[src/design/ifs_pkg.sv]
// Package: register map, flag bit positions and state types for the interrupt flag status bank
package ifs_pkg;

    // Bus and register geometry
    localparam int REG_COUNT = 3; // Number of flag status registers
    localparam int FLAG_WIDTH = 16; // Implemented width of each flag register
    localparam int ADDR_BITS = 12; // Address bits decoded inside the slave window
    localparam int LANE_COUNT = 4; // Byte lanes of the 32-bit data bus
    localparam int LANE_BITS = 8; // Bits per byte lane

    // Byte addresses of the three flag registers
    localparam logic [ADDR_BITS-1:0] ADDR_FLAG_0 = 12'h000;
    localparam logic [ADDR_BITS-1:0] ADDR_FLAG_1 = 12'h004;
    localparam logic [ADDR_BITS-1:0] ADDR_FLAG_2 = 12'h008;

    // Implemented bits; unimplemented ones read zero and ignore writes
    localparam logic [15:0] IMPL_MASK_0 = 16'h7FFF; // Top bit absent
    localparam logic [15:0] IMPL_MASK_1 = 16'hFFFB; // Bit 2 absent
    localparam logic [15:0] IMPL_MASK_2 = 16'hDFFF; // Bit 13 absent
    localparam logic [15:0] FLAG_RESET = 16'h0000; // Power-on value of every flag

    // AHB-Lite encodings
    localparam logic [1:0] HTRANS_IDLE = 2'h0;
    localparam logic [1:0] HTRANS_NONSEQ = 2'h2;
    localparam logic [2:0] HSIZE_BYTE = 3'h0;
    localparam logic [2:0] HSIZE_HALF = 3'h1;
    localparam logic HRESP_OKAY = 1'h0;

    // Flag register 0 bit positions
    localparam int B_DMA_CH1_DONE = 14;
    localparam int B_ADC_ONE_DONE = 13;
    localparam int B_UART_ONE_TX = 12;
    localparam int B_UART_ONE_RX = 11;
    localparam int B_SPI_ONE_EVENT = 10;
    localparam int B_SPI_ONE_FAULT = 9;
    localparam int B_TIMER_THREE = 8;
    localparam int B_TIMER_TWO = 7;
    localparam int B_OUT_CMP_TWO = 6;
    localparam int B_IN_CAP_TWO = 5;
    localparam int B_DMA_CH0_DONE = 4;
    localparam int B_TIMER_ONE = 3;
    localparam int B_OUT_CMP_ONE = 2;
    localparam int B_IN_CAP_ONE = 1;
    localparam int B_EXT_IRQ_ZERO = 0;

    // Flag register 1 bit positions
    localparam int B_UART_TWO_TX = 15;
    localparam int B_UART_TWO_RX = 14;
    localparam int B_EXT_IRQ_TWO = 13;
    localparam int B_TIMER_FIVE = 12;
    localparam int B_TIMER_FOUR = 11;
    localparam int B_OUT_CMP_FOUR = 10;
    localparam int B_OUT_CMP_THREE = 9;
    localparam int B_DMA_CH2_DONE = 8;
    localparam int B_IN_CAP_EIGHT = 7;
    localparam int B_IN_CAP_SEVEN = 6;
    localparam int B_ADC_TWO_DONE = 5;
    localparam int B_EXT_IRQ_ONE = 4;
    localparam int B_PIN_CHANGE = 3;
    localparam int B_I2C_ONE_MASTER = 1;
    localparam int B_I2C_ONE_SLAVE = 0;

    // Flag register 2 bit positions
    localparam int B_TIMER_SIX = 15;
    localparam int B_DMA_CH4_DONE = 14;
    localparam int B_OUT_CMP_EIGHT = 12;
    localparam int B_OUT_CMP_SEVEN = 11;
    localparam int B_OUT_CMP_SIX = 10;
    localparam int B_OUT_CMP_FIVE = 9;
    localparam int B_IN_CAP_SIX = 8;
    localparam int B_IN_CAP_FIVE = 7;
    localparam int B_IN_CAP_FOUR = 6;
    localparam int B_IN_CAP_THREE = 5;
    localparam int B_DMA_CH3_DONE = 4;
    localparam int B_CAN_ONE_EVENT = 3;
    localparam int B_CAN_ONE_RX_READY = 2;
    localparam int B_SPI_TWO_EVENT = 1;
    localparam int B_SPI_TWO_ERROR = 0;

    // State of one flag register
    typedef struct packed {
        logic [FLAG_WIDTH-1:0] flags;
    } ifs_reg_state_type;

    // State of the bus slave
    typedef struct packed {
        logic wr_pend; // Write data phase due this cycle
        logic [REG_COUNT-1:0] wr_sel; // One-hot target of the pending write
        logic [LANE_COUNT-1:0] wr_lanes; // Byte lanes of the pending write
        logic [31:0] rd_data; // Read data driven in the data phase
        logic ready; // Ready towards the master
        logic resp; // Response towards the master
    } ifs_bus_state_type;

endpackage

[src/design/ifs_flag_bank.sv]
// Interrupt flag status bank: three flag registers behind an AHB-Lite slave
// How it works
// - Flag reads one after request, zero after clear
// - All flags clear at power-on reset
// - Implemented flags are software readable and writable
// - Register 0 bit 15 reads zero
// - Register 1 bit 2 reads zero
// - Register 2 bit 13 reads zero
// - Reg0: DMA1 bit 14, ADC1 bit 13
// - Reg0: UART1 transmit bit 12, receive 11
// - Reg0: SPI1 event 10, fault 9, timer3 8
// - Reg0 bits 7..3: T2, OC2, IC2, DMA0, T1
// - Reg0: OC1 bit 2, IC1 1, INT0 0
// - Reg1 bits 15..11: UART2 tx/rx, INT2, T5, T4
// - Reg1: OC4 10, OC3 9, DMA2 8
// - Reg1: IC8 7, IC7 6, ADC2 5, INT1 4
// - Reg1: change notify 3, I2C master 1, slave 0
// - Reg2: T6 15, DMA4 14, OC8..OC5 12..9
// - Reg2: IC6..IC3 at bits 8..5
// - Reg2 bits 4..0: DMA3, CAN event, CAN rx, SPI2
// - Hardware sets flags, software alone clears them
// - Same source order as enable and priority
//
// Added by the designer: register access over AHB-Lite and the address map.
`timescale 1ns/1ps
`default_nettype none

module ifs_flag_bank import ifs_pkg::*; (
    input wire logic hclk,
    input wire logic hresetn,
    // AHB-Lite slave side
    input wire logic hsel,
    input wire logic [31:0] haddr,
    input wire logic [1:0] htrans,
    input wire logic hwrite,
    input wire logic [2:0] hsize,
    input wire logic [31:0] hwdata,
    input wire logic hready,
    output logic [31:0] hrdata,
    output logic hreadyout,
    output logic hresp,
    // Request events from the peripherals, one-cycle or level, high active
    input wire logic dma_ch1_done_req,
    input wire logic adc_one_done_req,
    input wire logic uart_one_tx_req,
    input wire logic uart_one_rx_req,
    input wire logic spi_one_event_req,
    input wire logic spi_one_fault_req,
    input wire logic timer_three_req,
    input wire logic timer_two_req,
    input wire logic out_cmp_two_req,
    input wire logic in_cap_two_req,
    input wire logic dma_ch0_done_req,
    input wire logic timer_one_req,
    input wire logic out_cmp_one_req,
    input wire logic in_cap_one_req,
    input wire logic ext_irq_zero_req,
    input wire logic uart_two_tx_req,
    input wire logic uart_two_rx_req,
    input wire logic ext_irq_two_req,
    input wire logic timer_five_req,
    input wire logic timer_four_req,
    input wire logic out_cmp_four_req,
    input wire logic out_cmp_three_req,
    input wire logic dma_ch2_done_req,
    input wire logic in_cap_eight_req,
    input wire logic in_cap_seven_req,
    input wire logic adc_two_done_req,
    input wire logic ext_irq_one_req,
    input wire logic pin_change_req,
    input wire logic i2c_one_master_req,
    input wire logic i2c_one_slave_req,
    input wire logic timer_six_req,
    input wire logic dma_ch4_done_req,
    input wire logic out_cmp_eight_req,
    input wire logic out_cmp_seven_req,
    input wire logic out_cmp_six_req,
    input wire logic out_cmp_five_req,
    input wire logic in_cap_six_req,
    input wire logic in_cap_five_req,
    input wire logic in_cap_four_req,
    input wire logic in_cap_three_req,
    input wire logic dma_ch3_done_req,
    input wire logic can_one_event_req,
    input wire logic can_one_rx_ready_req,
    input wire logic spi_two_event_req,
    input wire logic spi_two_error_req,
    // Flag vectors towards the interrupt controller, same bit order as the registers
    output logic [FLAG_WIDTH-1:0] irq_flag_status_0,
    output logic [FLAG_WIDTH-1:0] irq_flag_status_1,
    output logic [FLAG_WIDTH-1:0] irq_flag_status_2
);

    // Decode a byte address into a one-hot register select; unmapped gives zero
    function automatic logic [REG_COUNT-1:0] ifs_decode(input logic [31:0] addr);
        logic [REG_COUNT-1:0] sel;
        sel = '0;
        // Anything above the decoded window is unmapped as well
        if (addr[31:ADDR_BITS] == '0) begin
            case (addr[ADDR_BITS-1:0])
                ADDR_FLAG_0: sel[0] = 1'b1;
                ADDR_FLAG_1: sel[1] = 1'b1;
                ADDR_FLAG_2: sel[2] = 1'b1;
                default: sel = '0;
            endcase
        end
        return sel;
    endfunction

    // Byte lanes touched by a transfer of the given size and low address
    function automatic logic [LANE_COUNT-1:0] ifs_lanes(input logic [2:0] size, input logic [1:0] low);
        logic [LANE_COUNT-1:0] lanes;
        lanes = '0;
        case (size)
            HSIZE_BYTE: lanes[low] = 1'b1;
            HSIZE_HALF: lanes = low[1] ? 4'hC : 4'h3;
            default: lanes = 4'hF;
        endcase
        return lanes;
    endfunction

    ifs_bus_state_type state_ff; // Registered bus slave state
    ifs_bus_state_type nxt_state; // Next bus slave state

    logic [REG_COUNT-1:0][FLAG_WIDTH-1:0] set_evt; // Events grouped per register
    logic [REG_COUNT-1:0][FLAG_WIDTH-1:0] flags; // Registered flags
    logic [REG_COUNT-1:0][FLAG_WIDTH-1:0] nxt_flags; // Flags after this cycle
    logic [REG_COUNT-1:0] wr_en; // Per-register write strobe
    logic addr_phase; // A valid transfer is being accepted this cycle

    localparam logic [REG_COUNT-1:0][FLAG_WIDTH-1:0] IMPL_MASKS = {IMPL_MASK_2, IMPL_MASK_1, IMPL_MASK_0};

    // Event placement for all three registers in one process, so set_evt has a single driver
    always_comb begin
        // Register 0 event placement; bit 15 has no source
        set_evt[0] = '0;
        set_evt[0][B_DMA_CH1_DONE] = dma_ch1_done_req;
        set_evt[0][B_ADC_ONE_DONE] = adc_one_done_req;
        set_evt[0][B_UART_ONE_TX] = uart_one_tx_req;
        set_evt[0][B_UART_ONE_RX] = uart_one_rx_req;
        set_evt[0][B_SPI_ONE_EVENT] = spi_one_event_req;
        set_evt[0][B_SPI_ONE_FAULT] = spi_one_fault_req;
        set_evt[0][B_TIMER_THREE] = timer_three_req;
        set_evt[0][B_TIMER_TWO] = timer_two_req;
        set_evt[0][B_OUT_CMP_TWO] = out_cmp_two_req;
        set_evt[0][B_IN_CAP_TWO] = in_cap_two_req;
        set_evt[0][B_DMA_CH0_DONE] = dma_ch0_done_req;
        set_evt[0][B_TIMER_ONE] = timer_one_req;
        set_evt[0][B_OUT_CMP_ONE] = out_cmp_one_req;
        set_evt[0][B_IN_CAP_ONE] = in_cap_one_req;
        set_evt[0][B_EXT_IRQ_ZERO] = ext_irq_zero_req;
        // Register 1 event placement; bit 2 has no source
        set_evt[1] = '0;
        set_evt[1][B_UART_TWO_TX] = uart_two_tx_req;
        set_evt[1][B_UART_TWO_RX] = uart_two_rx_req;
        set_evt[1][B_EXT_IRQ_TWO] = ext_irq_two_req;
        set_evt[1][B_TIMER_FIVE] = timer_five_req;
        set_evt[1][B_TIMER_FOUR] = timer_four_req;
        set_evt[1][B_OUT_CMP_FOUR] = out_cmp_four_req;
        set_evt[1][B_OUT_CMP_THREE] = out_cmp_three_req;
        set_evt[1][B_DMA_CH2_DONE] = dma_ch2_done_req;
        set_evt[1][B_IN_CAP_EIGHT] = in_cap_eight_req;
        set_evt[1][B_IN_CAP_SEVEN] = in_cap_seven_req;
        set_evt[1][B_ADC_TWO_DONE] = adc_two_done_req;
        set_evt[1][B_EXT_IRQ_ONE] = ext_irq_one_req;
        set_evt[1][B_PIN_CHANGE] = pin_change_req;
        set_evt[1][B_I2C_ONE_MASTER] = i2c_one_master_req;
        set_evt[1][B_I2C_ONE_SLAVE] = i2c_one_slave_req;
        // Register 2 event placement; bit 13 has no source
        set_evt[2] = '0;
        set_evt[2][B_TIMER_SIX] = timer_six_req;
        set_evt[2][B_DMA_CH4_DONE] = dma_ch4_done_req;
        set_evt[2][B_OUT_CMP_EIGHT] = out_cmp_eight_req;
        set_evt[2][B_OUT_CMP_SEVEN] = out_cmp_seven_req;
        set_evt[2][B_OUT_CMP_SIX] = out_cmp_six_req;
        set_evt[2][B_OUT_CMP_FIVE] = out_cmp_five_req;
        set_evt[2][B_IN_CAP_SIX] = in_cap_six_req;
        set_evt[2][B_IN_CAP_FIVE] = in_cap_five_req;
        set_evt[2][B_IN_CAP_FOUR] = in_cap_four_req;
        set_evt[2][B_IN_CAP_THREE] = in_cap_three_req;
        set_evt[2][B_DMA_CH3_DONE] = dma_ch3_done_req;
        set_evt[2][B_CAN_ONE_EVENT] = can_one_event_req;
        set_evt[2][B_CAN_ONE_RX_READY] = can_one_rx_ready_req;
        set_evt[2][B_SPI_TWO_EVENT] = spi_two_event_req;
        set_evt[2][B_SPI_TWO_ERROR] = spi_two_error_req;
    end

    // Write strobes land in the data phase, when hwdata is on the bus
    always_comb begin
        for (int r = 0; r < REG_COUNT; r++) begin
            wr_en[r] = state_ff.wr_pend && state_ff.wr_sel[r];
        end
    end

    // One flag register per index; masks keep absent bits at zero
    genvar gi;
    generate
        for (gi = 0; gi < REG_COUNT; gi++) begin : g_reg
            ifs_flag_reg #(
                .IMPL_MASK(IMPL_MASKS[gi])
            ) u_flag_reg (
                .hclk(hclk),
                .hresetn(hresetn),
                .set_evt(set_evt[gi]),
                .wr_en(wr_en[gi]),
                .wr_lanes(state_ff.wr_lanes[1:0]),
                .wr_data(hwdata[FLAG_WIDTH-1:0]),
                .flags(flags[gi]),
                .nxt_flags(nxt_flags[gi])
            );
        end
    endgenerate

    // Only NONSEQ or SEQ transfers with the bus ready are taken
    assign addr_phase = hsel && htrans[1] && hready;

    // Bus slave next state
    always_comb begin
        logic [REG_COUNT-1:0] sel;
        sel = ifs_decode(haddr);
        nxt_state = state_ff;
        // The slave never stalls, so hready stays high and the answer is always OKAY
        nxt_state.ready = 1'b1;
        nxt_state.resp = HRESP_OKAY;
        // A write lasts one data phase only
        nxt_state.wr_pend = 1'b0;
        nxt_state.wr_sel = '0;
        nxt_state.wr_lanes = '0;
        if (addr_phase) begin
            if (hwrite) begin
                // Unmapped writes get an empty select and change nothing
                nxt_state.wr_pend = 1'b1;
                nxt_state.wr_sel = sel;
                nxt_state.wr_lanes = ifs_lanes(hsize, haddr[1:0]);
            end else begin
                // Read sampled from next values, so a write in flight is seen;
                // the price is that the value is a snapshot at the address edge
                nxt_state.rd_data = '0;
                for (int r = 0; r < REG_COUNT; r++) begin
                    if (sel[r]) begin
                        nxt_state.rd_data[FLAG_WIDTH-1:0] = nxt_flags[r];
                    end
                end
            end
        end
    end

    // Bus slave registers
    always_ff @(posedge hclk or negedge hresetn) begin
        if (!hresetn) begin
            state_ff.wr_pend <= 1'b0;
            state_ff.wr_sel <= '0;
            state_ff.wr_lanes <= '0;
            state_ff.rd_data <= '0;
            state_ff.ready <= 1'b1;
            state_ff.resp <= HRESP_OKAY;
        end else begin
            state_ff <= nxt_state;
        end
    end

    // Outputs come straight from registers
    assign hrdata = state_ff.rd_data;
    assign hreadyout = state_ff.ready;
    assign hresp = state_ff.resp;
    assign irq_flag_status_0 = flags[0];
    assign irq_flag_status_1 = flags[1];
    assign irq_flag_status_2 = flags[2];

endmodule

`default_nettype wire

[src/design/ifs_flag_reg.sv]
// One 16-bit interrupt flag register: hardware set, software read/write
`timescale 1ns/1ps
`default_nettype none

module ifs_flag_reg import ifs_pkg::*; #(
    parameter logic [FLAG_WIDTH-1:0] IMPL_MASK = 16'hFFFF
) (
    input wire logic hclk,
    input wire logic hresetn,
    input wire logic [FLAG_WIDTH-1:0] set_evt,
    input wire logic wr_en,
    input wire logic [1:0] wr_lanes,
    input wire logic [FLAG_WIDTH-1:0] wr_data,
    output logic [FLAG_WIDTH-1:0] flags,
    output logic [FLAG_WIDTH-1:0] nxt_flags
);

    ifs_reg_state_type state_ff; // Registered flags
    ifs_reg_state_type nxt_state; // Next flags

    // Software write per lane first, then hardware events on top
    always_comb begin
        logic [FLAG_WIDTH-1:0] base;
        base = state_ff.flags;
        for (int lane = 0; lane < 2; lane++) begin
            // Only lanes the bus actually strobed are touched
            if (wr_en && wr_lanes[lane]) begin
                base[lane*LANE_BITS +: LANE_BITS] = wr_data[lane*LANE_BITS +: LANE_BITS];
            end
        end
        // Set wins over a same-cycle software clear, so no request is lost
        nxt_state.flags = (base | set_evt) & IMPL_MASK;
    end

    // Flag storage, zero at power-on reset
    always_ff @(posedge hclk or negedge hresetn) begin
        if (!hresetn) begin
            state_ff.flags <= FLAG_RESET;
        end else begin
            state_ff <= nxt_state;
        end
    end

    assign flags = state_ff.flags;
    assign nxt_flags = nxt_state.flags;

endmodule

`default_nettype wire

[config.mk]
export PLATFORM = sky130hd
export DESIGN_NAME = ifs_flag_bank
export DESIGN_NICKNAME = d
export VERILOG_FILES = /design/src/design/ifs_pkg.sv /design/src/design/ifs_flag_bank.sv /design/src/design/ifs_flag_reg.sv
export SDC_FILE = /design/constraint.sdc
export NUM_CORES = 1
export LEC_CHECK = 0
export BUFFER_PORTS_ARGS = -buffer_cell sky130_fd_sc_hd__buf_2
export CORE_AREA = 2 2 96 98
export DETAILED_ROUTE_END_ITERATION = 12
export DIE_AREA = 0 0 98 100
export MAX_ROUTING_LAYER = met4
export PLACE_DENSITY = 0.85
export SYNTH_ARGS = -nofsm -noshare
export SYNTH_HDL_FRONTEND = slang
export SYNTH_SLANG_ARGS = --single-unit
[constraint.sdc]
create_clock -name hclk -period 1.65 [get_ports hclk]
set_input_delay 0.0825 -clock hclk [delete_from_list [all_inputs] [get_ports hclk]]
set_output_delay 0.0825 -clock hclk [all_outputs]
set_load 0.01 [all_outputs]
==> results.md <==
- GRT Util Overall: about a quarter
- Initial core utilization: a little under two fifths
- Critical Path, Cell by Cell: buf_4 -> and3_2 -> a21oi_1 -> nand2_1 -> a32oi_1 -> o21ai_1
- TritonCTS Buffers: 9
- N_diodes: 0
- Sequential share of the synthesized area: between 50% and 60%
- Most common cell in the synthesized netlist: dfrtp_1
- Final Util: 55.9%
- CP arrival: 1.82 ns
- Layout fillers: approximately 730
- Worst-Skew Late Latency: around 0.34 ns
- Fin Clk Skew: just under 0.008 ns
- Final Slew Violations: 0
- Setup violations, final: 0
- Average wire per standard cell: 18.4 um
- Synth async-reset ratio: 100%
- Worst slack, placed: -0.0109 ns
- Total gr overflow: 0
- Layout cell share with drive strength beyond 1: a little over two fifths
- Power density cells: around 650 mW/mm2
- WP data required: ~1.9 ns
- Pre-antenna DRT Iters: 5
- Total die area: 0.00980 mm2
- DR vias/cell: 5.45
- Syn_area_per_cell: ~11 um2
- Area grow syn2layout: 49.3%
- Ys flop type: dfrtp_1
- Antenna violations before repair: 0
- Synth Cell Area: ~0.0033 mm2
- Chip height: 100 um
- Max Cap Viol: 0
- EDFF count, synth: 0
- Rows: 35
- Max Fclk: about 620 MHz
- Core Box Area: about 0.0089 mm2
- Die W: between 90 and 100 um
- Total number of vias: approximately 3500
- Crit end category: flop
- Final Hold Fails: 0
- Count of clock tree sinks: 67
- WS Path Type: flop to flop
- Post-synthesis register bit count: between 60 and 70
- Slowest CP cell: dfrtp_1
- Starting DRC count in detailed routing: ~220
- # nets final: around 660
- Min Tclk post-route: between 1.5 and 2 ns
- Max incr delay on CP: between 0.4 and 0.5 ns
- Largest area contributor in the netlist: dfrtp_1
- Worst Hold Class: primary input to flop
- CP Launch Type: flop
- Port Buffer Count: between 150 and 200
- CTS tree: yes
- Hold slack: ~0.012 ns
- Commonest cells in the synthesized netlist: dfrtp_1, nand2_1, buf_4
- VDD IR max: roughly 360 uV
- Num ports: 201
- Post-Synthesis Cells: roughly 310
- Reg clk slew, reported paths: 0.07 ns
- First-pass GRT wire length: 18.4 mm
- # DRC: 0
- Final ANT Viol Nets: 0
- Root buf cell: clkbuf_8
- CTS H-tree lvls: 3
- Unrepaired setup endpoints after global routing: yes
- Final worst path period share: between 90% and 100%
- Synth warnings: 0
- Top cells by area, synth: dfrtp_1, buf_4, a221o_1
- Clock buffer depth: 2
- Dpl hpwl: roughly 8 mm
- Share of the synthesized area in the top cell type: 50.3%
- Worst setup margin: a little under 0.05 ns
- Pleak: 2.31 nW
- Largest net degree at the start of global routing: a little under 70
- Unique masters post-synth: 39
- Drt total wl: roughly 12 mm
- Status: finished, final reports clean
- GP Congestion: approximately 0.87
- Vias in the first global route: approximately 3700
- Critical path peak fanout: 6
-- cell families (layout without fill, tap and decap cells) --
family                 Yosys count  in the layout  share of synthesized area [%]
multiplexers                     4              4                           1.24
other                            2             21                          0.225
flip-flops                      67             67                           50.3
buffers and inverters           52            262                           10.3
AO/OA/AOI/OAI                   94             94                           20.4
AND/OR/NAND/NOR                 92             92                           17.5
-- cell usage in the layout, fill, tap and decap left out, drive strengths merged --
cell type / count
a32oi: 6
nor3: 5
a22oi: 14
a21oi: 25
clkinv: 3
o21ai: 13
a21o: 1
dlygate4sd3: 50
nor4b: 1
a31oi: 5
nand4b: 1
nand4: 5
nor4: 8
mux2: 1
a221o: 27
buf: 194
mux2i: 3
nand2b: 1
dfrtp: 67
o31ai: 2
or3: 1
nor2b: 2
clkinvlp: 2
nand2: 39
nand3: 6
and3: 2
and2: 12
conb: 21
o21bai: 1
inv: 3
nor2: 7
or4: 2
clkbuf: 10
-- where the power goes --
group	total, mW	internal [mW]	switching [mW]
Clock	1.19	0.569	0.618
Sequential	1.65	1.64	0.00331
Combinational	0.403	0.211	0.191
-- critical path: cells and delay by family (launching register included) --
| family | cells | cell delay (ns) |
|---|---|---|
| flip-flops | 1 | 0.42 |
| AO/OA/AOI/OAI | 3 | 0.51 |
| AND/OR/NAND/NOR | 2 | 0.37 |
| buffers and inverters | 1 | 0.17 |
-- timing repair --
action | CTS | global route
setup endpoints to repair | 0 | 11
buffers inserted | 0 | 1
hold buffers | 50 | 0
endpoints found under the hold margin | 110 | 0
gates resized for setup | 0 | 15
-- metal layers --
metal | share of wire, % | vias to the layer above | GRT usage, %
met5 | 0 | - | -
met4 | 4.3 | 0 | 16.5
met3 | 7.2 | 64 | 5.22
met2 | 50 | 234 | 40.9
met1 | 39 | 1686 | 28.1
li1 | - | 1564 | -
-- final cells by class --
cell class,instances,area (um2),share of cell area (%)
Multi-Input combinational cell,211,1410,28.4
Clock inverter,5,30.0,0.604
Tap cell,111,139,2.79
Timing Repair Buffer,244,1560,31.4
Inverter,3,11.3,0.226
Sequential cell,67,1680,33.8
Clock buffer,10,138,2.77
-- metrics by stage --
stage | std cells | cell area (um2) | setup TNS, ns | power [mW]
2_1_floorplan | 330 | 3400 | 0 | 1.81
6_report | 651 | 4970 | 0 | 3.24
5_1_grt | 651 | 4970 | -0.0403 | 3.35
3_3_place_gp | 585 | 4270 | 0 | 1.96
4_1_cts | 650 | 4930 | 0 | 3.23
3_5_place_dp | 585 | 4270 | -0.0109 | 1.97
-- state kept, by name, indices dropped and copies added, names as in the netlist --
| signal | flops |
|---|---|
| g.u_flag_reg.flags | 45 |
| hrdata | 16 |
| state_ff | 6 |
-- final timing paths --
kind,cells after the start,end,slack (ns),from
worst min register to register,2,hrdata[15]$_DFFE_PN0P_,0.49,hrdata[15]$_DFFE_PN0P_
worst min-delay path,3,g_reg[0].u_flag_reg.flags[12]$_DFF_PN0_,0.01,hwdata[12]
max in group asynchronous,3,state_ff[34]$_DFF_PN0_,1.07,hresetn
min in group asynchronous,3,g_reg[0].u_flag_reg.flags[13]$_DFF_PN0_,0.27,hresetn
worst max register to register,6,hrdata[9]$_DFFE_PN0P_,0.05,state_ff[41]$_DFF_PN0_
worst max-delay path,6,hrdata[9]$_DFFE_PN0P_,0.05,state_ff[41]$_DFF_PN0_
(Power assumes the default switching activity.)
